**config.mk**
```make
export PLATFORM = sky130hd
export DESIGN_NAME = psbs_sequencer
export DESIGN_NICKNAME = d
export VERILOG_FILES = /design/src/shared/psbs_pkg.sv /design/src/hw/psbs_sequencer.sv
export SDC_FILE = /design/constraint.sdc
export NUM_CORES = 1
export LEC_CHECK = 0
export BUFFER_PORTS_ARGS = -buffer_cell sky130_fd_sc_hd__buf_2
export CORE_ASPECT_RATIO = 1.5
export CORE_MARGIN = 3
export CORE_UTILIZATION = 47
export CTS_CLUSTER_SIZE = 30
export DETAILED_ROUTE_END_ITERATION = 7
export PLACE_DENSITY = 0.64
export SYNTH_ARGS = -nofsm -noshare
export SYNTH_HDL_FRONTEND = slang
export SYNTH_SLANG_ARGS = --single-unit
export TNS_END_PERCENT = 30
```
**constraint.sdc**
```tcl
create_clock -name ref_clk_in -period 2.8 [get_ports ref_clk_in]
set_input_delay 0.42 -clock ref_clk_in [delete_from_list [all_inputs] [get_ports ref_clk_in]]
set_output_delay 0.42 -clock ref_clk_in [all_outputs]
set_load 0.02 [all_outputs]
```
**src/shared/psbs_pkg.sv**
```systemverilog
// Shared constants and types of the phase-shift bridge sequencer.
// Assumes one 20 MHz timing clock and comparator decisions as digital levels.
`default_nettype none
package psbs_pkg;
    // Start-up delay in oscillator clocks
    localparam int unsigned STARTUP_CLOCKS = 32;
    localparam int unsigned STARTUP_W      = 6;
    localparam logic [STARTUP_W-1:0] STARTUP_LAST =
        STARTUP_W'(STARTUP_CLOCKS - 1);
    // Default widths of dead-time and period counts
    localparam int unsigned DEAD_W_DEF   = 8;
    localparam int unsigned PERIOD_W_DEF = 10;
    // Timing clock figures
    localparam int unsigned CLK_PERIOD_NS = 50;

    // The six gate drives, bridge legs a to d and rectifiers e, f
    typedef struct packed {
        logic a;
        logic b;
        logic c;
        logic d;
        logic e;
        logic f;
    } psbs_drive_s;

    // All drives low
    localparam psbs_drive_s DRIVE_OFF = '{1'b0, 1'b0, 1'b0,
                                          1'b0, 1'b0, 1'b0};
    // Drive pattern at the start of power transfer
    localparam psbs_drive_s DRIVE_START = '{1'b1, 1'b0, 1'b0,
                                            1'b1, 1'b0, 1'b1};
endpackage : psbs_pkg
`default_nettype wire

```
**src/hw/psbs_sequencer.sv**
```systemverilog
// Phase-shifted full-bridge sequencer: start-up gating, drive timing,
// rectifier dead-time overrides and one-shot overcurrent halt.
// Assumes comparator and lockout levels arrive asynchronously on pins,
// while dead times, period and phase come from logic on ref_clk_in.
`default_nettype none

// Function
// - Lockout keeps every drive inactive
// - Remote off holds all six drives low
// - Remote request ignored during lockout
// - Off state resets soft-start ramp
// - Operation starts only when supply-good low
// - Supply-good follows 32-clock start-up counter
// - Counter delays start only, never stop
// - Four legs, two rectifiers, separate dead times
// - Transfer interval: A, D, F on; E off
// - C follows D-off after second-pair dead time
// - F drops after A-off by rectifier dead time
// - B follows A-off after first-pair dead time
// - Light load forces zero rectifier dead time
// - Current limit zeroes next rectifier dead time
// - Phase-count lag edge restores dead time
// - One-shot overcurrent halts, rectifiers low
module psbs_sequencer #(
    parameter int unsigned DEAD_W   = psbs_pkg::DEAD_W_DEF,
    parameter int unsigned PERIOD_W = psbs_pkg::PERIOD_W_DEF
) (
    input  wire logic                ref_clk_in,
    input  wire logic                nrst_in,
    input  wire logic                undervoltage_lockout_in,
    input  wire logic                remote_on_in,
    input  wire logic                light_load_in,
    input  wire logic                cycle_current_limit_in,
    input  wire logic                one_shot_ocp_in,
    input  wire logic [DEAD_W-1:0]   first_pair_dead_time_in,
    input  wire logic [DEAD_W-1:0]   second_pair_dead_time_in,
    input  wire logic [DEAD_W-1:0]   rectifier_dead_time_in,
    input  wire logic [PERIOD_W-1:0] half_period_in,
    input  wire logic [PERIOD_W-1:0] phase_shift_in,
    output var  psbs_pkg::psbs_drive_s drives_out,
    output logic                     supply_good_n_out,
    output logic                     soft_start_reset_out,
    output logic                     ocp_halt_out
);
    import psbs_pkg::*;

    // Refuse widths the counters cannot serve
    if (DEAD_W < 1 || DEAD_W > 16 || PERIOD_W < 2 || PERIOD_W > 24) begin
        $error("psbs_sequencer: unsupported counter width");
    end

    localparam int unsigned NSYNC = 5;  // Pins passed through synchronisers

    logic [NSYNC-1:0] sync1_ff;          // First stage, read by stage two only
    logic [NSYNC-1:0] sync2_ff;          // Second stage
    logic [NSYNC-1:0] sync3_ff;          // Third stage
    logic [NSYNC-1:0] filt_ff;           // Accepted pin levels
    logic [NSYNC-1:0] pins_raw;          // Raw pin bundle

    logic                 undervoltage_lockout;          // Filtered lockout
    logic                 remote_on;     // Filtered on request
    logic                 light_load;    // Filtered light-load flag
    logic                 ccl;           // Filtered cycle current limit
    logic                 ocp;           // Filtered one-shot overcurrent
    logic                 enable_req;    // Supply valid and on requested

    logic [STARTUP_W-1:0] start_cnt_ff;  // Start-up counter
    logic                 good_n_ff;     // Active-low supply good
    logic                 ocp_ff;        // Overcurrent halt latch
    logic                 run;           // Sequencer may drive
    logic                 active_ff;     // Sequencer was running

    logic [PERIOD_W-1:0]  hcnt_ff;       // Position within half cycle
    logic                 half_ff;       // Zero: A/D half, one: B/C half
    logic [PERIOD_W-1:0]  phase_ff;      // Phase held for one period
    logic                 lag_done_ff;   // Lag pair switched this half
    logic                 lead_ev;       // End of half: lead leg off
    logic                 lag_ev;        // Lag leg off
    logic                 lag_by_ccl;    // Lag edge caused by limit
    logic                 td3_zero_ff;   // Next rectifier edge undelayed
    logic                 rect_zero;     // Rectifier delay forced to zero

    logic [DEAD_W-1:0]    lead_cnt_ff;   // First-pair dead-time timer
    logic                 lead_pend_ff;  // Lead leg waiting to turn on
    logic [DEAD_W-1:0]    lag_cnt_ff;    // Second-pair dead-time timer
    logic                 lag_pend_ff;   // Lag leg waiting to turn on
    logic [DEAD_W-1:0]    rect_cnt_ff;   // Rectifier dead-time timer
    logic                 rect_pend_ff;  // Rectifier waiting to turn off
    logic                 lead_fire;     // Lead dead time elapsed
    logic                 lag_fire;      // Lag dead time elapsed
    logic                 rect_fire;     // Rectifier dead time elapsed

    psbs_drive_s          drv_ff;        // Registered drives

    assign pins_raw = {one_shot_ocp_in, cycle_current_limit_in,
                       light_load_in, remote_on_in,
                       undervoltage_lockout_in};

    // Three-stage synchronisers; a change is taken once stages agree
    always_ff @(posedge ref_clk_in or negedge nrst_in) begin
        if (!nrst_in) begin
            sync1_ff <= '0;
            sync2_ff <= '0;
            sync3_ff <= '0;
            filt_ff  <= 5'h01;           // Start in lockout
        end else begin
            sync1_ff <= pins_raw;
            sync2_ff <= sync1_ff;
            sync3_ff <= sync2_ff;
            for (int i = 0; i < NSYNC; i++) begin
                if (sync2_ff[i] == sync3_ff[i]) begin
                    filt_ff[i] <= sync3_ff[i];
                end
            end
        end
    end

    assign undervoltage_lockout       = filt_ff[0];
    assign remote_on  = filt_ff[1];
    assign light_load = filt_ff[2];
    assign ccl        = filt_ff[3];
    assign ocp        = filt_ff[4];

    // Lockout masks the on request entirely
    assign enable_req = !undervoltage_lockout && remote_on;

    // Start-up counter; only the rising side is delayed
    always_ff @(posedge ref_clk_in or negedge nrst_in) begin
        if (!nrst_in) begin
            start_cnt_ff <= '0;
            good_n_ff    <= 1'b1;
        end else if (!enable_req) begin
            start_cnt_ff <= '0;
            good_n_ff    <= 1'b1;
        end else if (good_n_ff) begin
            if (start_cnt_ff == STARTUP_LAST) begin
                good_n_ff <= 1'b0;
            end else begin
                start_cnt_ff <= start_cnt_ff + 1'b1;
            end
        end
    end

    // One-shot overcurrent latch; cleared only by off or lockout
    always_ff @(posedge ref_clk_in or negedge nrst_in) begin
        if (!nrst_in) begin
            ocp_ff <= 1'b0;
        end else if (ocp && !good_n_ff) begin
            ocp_ff <= 1'b1;
        end else if (!enable_req) begin
            ocp_ff <= 1'b0;
        end
    end

    // Stop is immediate on off, lockout or overcurrent
    assign run = enable_req && !good_n_ff && !ocp_ff && !ocp;

    always_ff @(posedge ref_clk_in or negedge nrst_in) begin
        if (!nrst_in) begin
            active_ff <= 1'b0;
        end else begin
            active_ff <= run;
        end
    end

    // Event decode within the running half cycle
    assign lead_ev    = active_ff && run &&
                        (hcnt_ff == half_period_in - 1'b1);
    assign lag_by_ccl = ccl && hcnt_ff != phase_ff;
    assign lag_ev     = active_ff && run && !lag_done_ff && !lead_ev &&
                        (hcnt_ff == phase_ff || ccl);
    assign lead_fire  = lead_pend_ff && lead_cnt_ff == '0;
    assign lag_fire   = lag_pend_ff && lag_cnt_ff == '0;
    assign rect_fire  = rect_pend_ff && rect_cnt_ff == '0;
    assign rect_zero  = light_load || td3_zero_ff;

    // Half-cycle counter; phase taken once per period
    always_ff @(posedge ref_clk_in or negedge nrst_in) begin
        if (!nrst_in) begin
            hcnt_ff     <= '0;
            half_ff     <= 1'b0;
            phase_ff    <= '0;
            lag_done_ff <= 1'b0;
        end else if (!(active_ff && run)) begin
            hcnt_ff     <= '0;
            half_ff     <= 1'b0;
            phase_ff    <= phase_shift_in;
            lag_done_ff <= 1'b0;
        end else if (lead_ev) begin
            hcnt_ff     <= '0;
            half_ff     <= !half_ff;
            lag_done_ff <= 1'b0;
            if (half_ff) begin
                phase_ff <= phase_shift_in;
            end
        end else begin
            hcnt_ff <= hcnt_ff + 1'b1;
            if (lag_ev) begin
                lag_done_ff <= 1'b1;
            end
        end
    end

    // Limit-caused lag edge arms a zero delay until a normal lag edge
    always_ff @(posedge ref_clk_in or negedge nrst_in) begin
        if (!nrst_in) begin
            td3_zero_ff <= 1'b0;
        end else if (!run) begin
            td3_zero_ff <= 1'b0;
        end else if (lag_ev) begin
            td3_zero_ff <= lag_by_ccl;
        end
    end

    // Dead-time timers; each loads on its off edge, fires at zero
    always_ff @(posedge ref_clk_in or negedge nrst_in) begin
        if (!nrst_in) begin
            lead_cnt_ff  <= '0;
            lead_pend_ff <= 1'b0;
            lag_cnt_ff   <= '0;
            lag_pend_ff  <= 1'b0;
            rect_cnt_ff  <= '0;
            rect_pend_ff <= 1'b0;
        end else if (!run) begin
            lead_pend_ff <= 1'b0;
            lag_pend_ff  <= 1'b0;
            rect_pend_ff <= 1'b0;
        end else begin
            if (lead_ev) begin
                lead_cnt_ff  <= first_pair_dead_time_in;
                lead_pend_ff <= 1'b1;
            end else if (lead_fire) begin
                lead_pend_ff <= 1'b0;
            end else if (lead_pend_ff) begin
                lead_cnt_ff <= lead_cnt_ff - 1'b1;
            end
            if (lag_ev) begin
                lag_cnt_ff  <= second_pair_dead_time_in;
                lag_pend_ff <= 1'b1;
            end else if (lag_fire) begin
                lag_pend_ff <= 1'b0;
            end else if (lag_pend_ff) begin
                lag_cnt_ff <= lag_cnt_ff - 1'b1;
            end
            // Zero delay still costs one edge; keeps E/F glitch-free
            if (lead_ev) begin
                rect_cnt_ff  <= rect_zero ? '0 : rectifier_dead_time_in;
                rect_pend_ff <= 1'b1;
            end else if (rect_fire) begin
                rect_pend_ff <= 1'b0;
            end else if (rect_pend_ff) begin
                rect_cnt_ff <= rect_cnt_ff - 1'b1;
            end
        end
    end

    // Drive registers; bridge off and rectifier on edges act at once, the other edges wait dead time
    always_ff @(posedge ref_clk_in or negedge nrst_in) begin
        if (!nrst_in) begin
            drv_ff <= DRIVE_OFF;
        end else if (!run) begin
            drv_ff <= DRIVE_OFF;
        end else if (!active_ff) begin
            drv_ff <= DRIVE_START;
        end else begin
            // Lead pair: A in half zero, B in half one
            if (lead_ev) begin
                if (half_ff) begin
                    drv_ff.b <= 1'b0;
                end else begin
                    drv_ff.a <= 1'b0;
                end
            end else if (lead_fire) begin
                if (half_ff) begin
                    drv_ff.b <= 1'b1;
                end else begin
                    drv_ff.a <= 1'b1;
                end
            end
            // Lag pair: D off in half zero, C off in half one
            if (lag_ev) begin
                if (half_ff) begin
                    drv_ff.c <= 1'b0;
                    drv_ff.f <= 1'b1;                // Secondary short
                end else begin
                    drv_ff.d <= 1'b0;
                    drv_ff.e <= 1'b1;
                end
            end else if (lag_fire) begin
                if (half_ff) begin
                    drv_ff.d <= 1'b1;
                end else begin
                    drv_ff.c <= 1'b1;
                end
            end
            // Half has already toggled when the rectifier fires
            if (rect_fire) begin
                if (half_ff) begin
                    drv_ff.f <= 1'b0;
                end else begin
                    drv_ff.e <= 1'b0;
                end
            end
        end
    end

    // Status outputs, all registered
    always_ff @(posedge ref_clk_in or negedge nrst_in) begin
        if (!nrst_in) begin
            supply_good_n_out    <= 1'b1;
            soft_start_reset_out <= 1'b1;
            ocp_halt_out         <= 1'b0;
        end else begin
            supply_good_n_out    <= good_n_ff;
            soft_start_reset_out <= !enable_req;
            ocp_halt_out         <= ocp_ff;
        end
    end

    assign drives_out = drv_ff;
endmodule : psbs_sequencer
`default_nettype wire

```
Word-level counts from Yosys, hierarchy flattened
Index checks and enable logic that the tools add are counted.
{ "totals": {"ff_bits": 88, "input_bits": 51, "output_inout_bits": 9, "word_cells": 164} }
{ "classes": {"addsub": 6, "eq_ne": 32, "n_mux": 55, "n_reduce_logical": 39} }
{ "op_table": {"columns": ["cell", "n"], "rows": [
  ["8-bit 2-to-1 mux", 10],
  ["10-bit 2-to-1 mux", 5],
  ["6-bit 2-to-1 mux", 5],
  ["1-bit 2-to-1 mux", 28],
  ["8-bit zero test", 3],
  ["4-bit != test, second input constant", 6],
  ["8-bit by 1-bit subtractor with 8-bit output, second input constant", 3],
  ["3-bit AND reduction", 7],
  ["10-bit == test", 2],
  ["1-bit logical AND", 14],
  ["2-bit 2-to-1 mux", 7],
  ["2-bit != test, second input constant", 6],
  ["4-bit by 2-bit != test with 1-bit output, second input constant", 3],
  ["10-bit by 1-bit adder with 10-bit output, second input constant", 1],
  ["10-bit != test", 1],
  ["10-bit by 1-bit subtractor with 10-bit output, second input constant", 1],
  ["3-bit by 1-bit != test with 1-bit output, second input constant", 3],
  ["1-bit zero test", 8],
  ["6-bit by 1-bit adder with 6-bit output, second input constant", 1],
  ["6-bit by 5-bit == test with 1-bit output, second input constant", 1],
  ["2-bit by 1-bit != test with 1-bit output, second input constant", 3],
  ["2-bit nonzero test", 3],
  ["1-bit == test", 5],
  ["4-bit by 3-bit != test with 1-bit output, second input constant", 1],
  ["other kinds (3)", 5]
]} }

Logic depth before layout (Yosys ltp)
{ "depth": {"ltp_word": 15, "depth_mapped": 11, "depth_no_buf": 9} }

Least setup slack after synthesis
No wires, ideal clock.
{ "synth_path": {"path_kind": "input -> register", "from": "input port half_period_in[0]", "to": "register phase_ff[1]", "setup_time_ns": 0.127, "arrival_ns": 2.390, "required_time_ns": 2.673, "setup_slack_ns": 0.283, "path_stages": 11, "n_path_buf": 2, "cell_sequence": "inv_1 -> ha_1 -> buf_2 -> xnor2_1 -> a21oi_1 -> o21ai_0 -> a2111oi_4 -> nand3_2 -> o21ai_2 -> buf_6 -> mux2_1"} }
{ "synth_between": {"elab_chain_cells": 5} }
{ "synth_rtl": {"columns": ["element", "line_no", "source"], "rows": [
  ["start: declaration", "psbs_sequencer.sv:38", "input wire logic [PERIOD_W-1:0] half_period_in,"],
  ["10-bit by 1-bit subtractor with 10-bit output", "psbs_sequencer.sv:168", "(hcnt_ff == half_period_in - 1'b1);"],
  ["10-bit == test", "psbs_sequencer.sv:168", null],
  ["1-bit logical AND", "psbs_sequencer.sv:167", "assign lead_ev = active_ff && run &&"],
  ["2-bit != test (no source line)", null, null],
  ["2-bit AND reduction (no source line)", null, null],
  ["end signal: assignment", "psbs_sequencer.sv:187", "phase_ff <= phase_shift_in;"],
  ["end signal: assignment", "psbs_sequencer.sv:194", "phase_ff <= phase_shift_in;"],
  ["end: declaration", "psbs_sequencer.sv:75", "logic [PERIOD_W-1:0] phase_ff;"]
]} }
No other way between the ends.
A chain may end at the register's enable or synchronous reset.

Worst setup path in the final report
{ "layout_path": {"from": "register hcnt_ff[6]", "to": "register lag_cnt_ff[0]"} }
{ "layout_between": {"elab_chain_cells": 7, "word_cells_on_any_way": 11, "classes_between": "eq/ne: 3; mux: 1; reduce/logical: 7"} }
{ "layout_rtl": {"columns": ["element", "line_no", "source"], "rows": [
  ["start: declaration", "psbs_sequencer.sv:73", "logic [PERIOD_W-1:0] hcnt_ff;"],
  ["start signal: assignment", "psbs_sequencer.sv:197", "hcnt_ff <= hcnt_ff + 1'b1;"],
  ["10-bit == test", "psbs_sequencer.sv:168", null],
  ["1-bit logical AND", "psbs_sequencer.sv:167", null],
  ["1-bit zero test", "psbs_sequencer.sv:170", "assign lag_ev = active_ff && run && !lag_done_ff && !lead_ev &&"],
  ["1-bit logical AND", "psbs_sequencer.sv:170", null],
  ["1-bit logical AND *", "psbs_sequencer.sv:170", null],
  ["2-bit != test (no source line) or 2-bit nonzero test (tied branches)", null, null],
  ["3-bit AND reduction (no source line)", null, null],
  ["end signal: assignment", "psbs_sequencer.sv:238", "lag_cnt_ff <= second_pair_dead_time_in;"],
  ["end signal: assignment", "psbs_sequencer.sv:243", "lag_cnt_ff <= lag_cnt_ff - 1'b1;"],
  ["end: declaration", "psbs_sequencer.sv:85", "logic [DEAD_W-1:0] lag_cnt_ff;"]
]} }
Mark *: on every way between the ends. The rest lies on a longest branch, timed or not.

==> impl_metrics.csv <==
group,metric,value,unit
detailed_routing,vias,3164,
yosys,synth_area_leaders,"dfrtp_1, xnor2_1, xor2_1",
pwr,intPower,2.001,mW
yosys,synth_most_common_cell,"dfrtp_1",
timing,timing.fmax,405.4,MHz
placement,preCtsSetupSlack,0.03843,ns
detailed_routing,detail_route.wirelength,8620,um
run,max-cap-violations,0,
worst_setup_path,start_kind,"flop",
die,num_rows,42,
yosys,ys_seq_elements,88,
clock_network,clock_latency,0.34,ns
clock_network,post-cts-setup-buffer-count,0,
timing,fin_skew,0.008734,ns
global_route,grt_usage,17.52,%
timing,slew_headroom,63.29,%
detailed_routing,drtIter0Drc,183,
die,initial_core_util,48.96,%
detailed_routing,dr.pass1.iters,4,
detailed_routing,drtAntennaViolNets,0,
pwr,power.density,518.8,nW/um2
pwr,netSwitchingFraction,24.52,%
cells_and_area,fill_cells,798,
pwr,pwr-share-clk,43.7,%
clock_network,numClockSinks,88,
clock_network,htreeDepth,3,
worst_setup_path,path_max_fanout,9,
placement,placed_cell_area,4821,um2
worst_setup_path,crit_type,"reg2reg",
die,core-area,8934,um2
clock_network,clockBufferDepth,2,
yosys,ys.flop_type,"dfrtp_1",
hold_path,worstHoldPathType,"in2async",
yosys,avgSynthCellArea,10.72,um2
timing,hold_viol,0,
pwr,vdd_drop_max,302.0,uV
pwr,p_total,2.651,mW
global_route,grt_pass1_vias,3140,
timing,worst_pin_slew,0.5486,ns
status,status,"complete, no violations",
worst_setup_path,cp_slowest_cell,"dfrtp_1",
yosys,synth_top_area_cell,"dfrtp_1",
timing,hold_slack,0.05504,ns
timing,tns,0,ns
cells_and_area,drive_gt1_share,23.17,%
cells_and_area,nets,531,
detailed_routing,vias_per_cell,5.372,
pwr,p_sw,0.6499,mW
global_route,antenna_found_initial,0,
worst_setup_path,path_cells,"xnor2_1 > nand4_1 > nor4_1 > o21ai_0 > a31o_2 > nor2_4 > mux2_1",
worst_setup_path,cpPeakStageDelay,0.55,ns
yosys,synth_edf_count,0,
timing,setup_viol,0,
clock_network,cts_buffers,9,
yosys,ys_seq_area_share,50.46,%
clock_network,cts-resized-gates,0,
yosys,synthesis.nets,465,
timing,period_minus_slack,2.467,ns
timing,setup_ws,0.3331,ns
cells_and_area,seqCellArea,2207,um2
global_route,grt_pass1_wl,14550,um
pwr,p_seq_share,50.1,%
yosys,synth_common_cells,"dfrtp_1, nor2_1, nand2_1",
cells_and_area,synthToLayoutAreaGrowth,16.79,%
placement,dp_hpwl,6356,um
clock_network,cts_tree,"yes",
yosys,yosys.cell_types.count,57,
worst_setup_path,cp-end-kind,"flop",
clock_network,cts-root-buf,"clkbuf_16",
timing,grt_setup_unrepaired,"false",
timing,fin_crit_sh,88.10,%
clock_network,hold_buffers,0,
pwr,combPwrFrac,6.1,%
pwr,leakage,2.244,nW
cells_and_area,multi_input_area,2026,um2
yosys,synthesis.instances,408,
yosys,synthDominantCellAreaShare,48.05,%
timing,maxSlewViolCount,0,
die,die_w,84.77,um
cells_and_area,final_area,5109,um2
yosys,synth_warnings,0,
worst_setup_path,cp.required,3.03,ns
detailed_routing,wl_per_cell,14.63,um
detailed_routing,drc,0,
yosys,async_flop_share,100.0,%
die,die_height,124.2,um
cells_and_area,diodes,0,
clock_network,clkTransAtPathRegs,0.07,ns
placement,gp_congestion,0.8355,
worst_setup_path,cp_data_arrival_time,2.69,ns
die,io_pins,60,
die,die_area,10520,um2
placement,portBuffers,59,
global_route,grt_max_degree,50,
yosys,netlist_area,4374,um2
global_route,grt-ovfl-total,0,
[cell usage in the layout (no fill, tap or decap), types with 2 or more instances in the layout]
master / synthesis / routed
o21ai_1: 7 / 7
dfstp_2: 4 / 4
maj3_1: 5 / 5
mux2_2: 4 / 4
buf_4: 1 / 9
inv_8: 0 / 2
a41oi_1: 2 / 2
nand4_1: 11 / 11
o21bai_1: 2 / 2
nor2_1: 45 / 45
xnor2_1: 29 / 29
nor3_1: 10 / 10
nand2b_1: 3 / 3
mux2_1: 17 / 17
mux2i_1: 4 / 4
o21ai_0: 8 / 8
nor4_1: 5 / 5
inv_1: 17 / 17
or3_1: 2 / 2
clkbuf_16: 0 / 9
clkinv_4: 0 / 2
nor3_2: 2 / 2
buf_2: 7 / 58
and3_1: 5 / 5
nor4_2: 2 / 2
nand3_2: 2 / 2
a21oi_1: 15 / 15
nand2_1: 40 / 40
xor2_1: 26 / 26
ha_1: 6 / 6
inv_6: 1 / 3
dfrtp_1: 84 / 84
nand3_1: 12 / 12
[final timing paths]
| kind | to | slack (ns) | depth (start not counted) | start |
|---|---|---|---|---|
| worst min-delay path | rect_cnt_ff[0] | 0.06 | 1 | nrst_in |
| worst max register to register | lag_cnt_ff[0] | 0.33 | 7 | hcnt_ff[6] |
| max in group asynchronous | filt_ff[0] | 2.05 | 2 | nrst_in |
| worst min register to register | sync2_ff[2] | 0.35 | 0 | sync1_ff[2] |
| worst max-delay path | lag_cnt_ff[0] | 0.33 | 7 | hcnt_ff[6] |
| min in group ref_clk_in | sync1_ff[2] | 0.18 | 1 | light_load_in |
[power groups by stage]
stage               Clock, mW  Sequential, mW  Combinational (mW)
floorplan                   0            1.35              0.0756
detailed placement          0            1.35               0.167
CTS                      1.18            1.33               0.167
finish                   1.16            1.33               0.163
global placement            0            1.35               0.162
global route             1.23            1.33               0.185
[kinds of logic after synthesis]
family | Yosys count | synth area share, %
muxes | 25 | 6.321
buffers and inverters | 31 | 3.232
AOI/OAI and AO/OA | 49 | 8.181
adders and majority gates | 11 | 2.860
DFF | 88 | 50.46
and+or+nand+nor | 149 | 17.93
xor gates and xnor gates | 55 | 11.01
[final cells by class]
class	count	area share [%]
Clock buffer	9	4.409
Clock inverter	7	1.225
Inverter	18	1.421
Multi-Input combinational cell	289	39.65
Sequential cell	88	43.20
Tap cell	110	2.694
Timing Repair Buffer	68	7.397
[registers in the layout, summed over array words and instances, names as in the netlist, 5 cells and up]
| signal | count |
|---|---|
| hcnt_ff | 10 |
| phase_ff | 10 |
| lag_cnt_ff | 8 |
| lead_cnt_ff | 8 |
| rect_cnt_ff | 8 |
| drives_out | 6 |
| start_cnt_ff | 6 |
| filt_ff | 5 |
| sync1_ff | 5 |
| sync2_ff | 5 |
| sync3_ff | 5 |
[stage by stage]
step / std cells / util (%)
after floorplan: 408 / -
after global placement: 573 / 53.96
after detailed placement: 573 / 53.96
after CTS: 589 / 57.18
after global routing: 589 / 57.18
final: 589 / 57.18
[critical path: cells and delay by family (launching register included)]
family | cells | cell delay (ns)
simple gates | 3 | 0.84
mux | 1 | 0.36
flops | 1 | 0.55
compound gates | 2 | 0.44
xor+xnor | 1 | 0.16
[routing by layer]
metal	up-vias	global-route usage, %	wire length (um)
met5	-	0	0
met4	0	11.29	328
met3	25	3.111	382
met2	82	29.95	4413
met1	1523	20.16	3495
li1	1534	-	-
(Power assumes the default switching activity.)
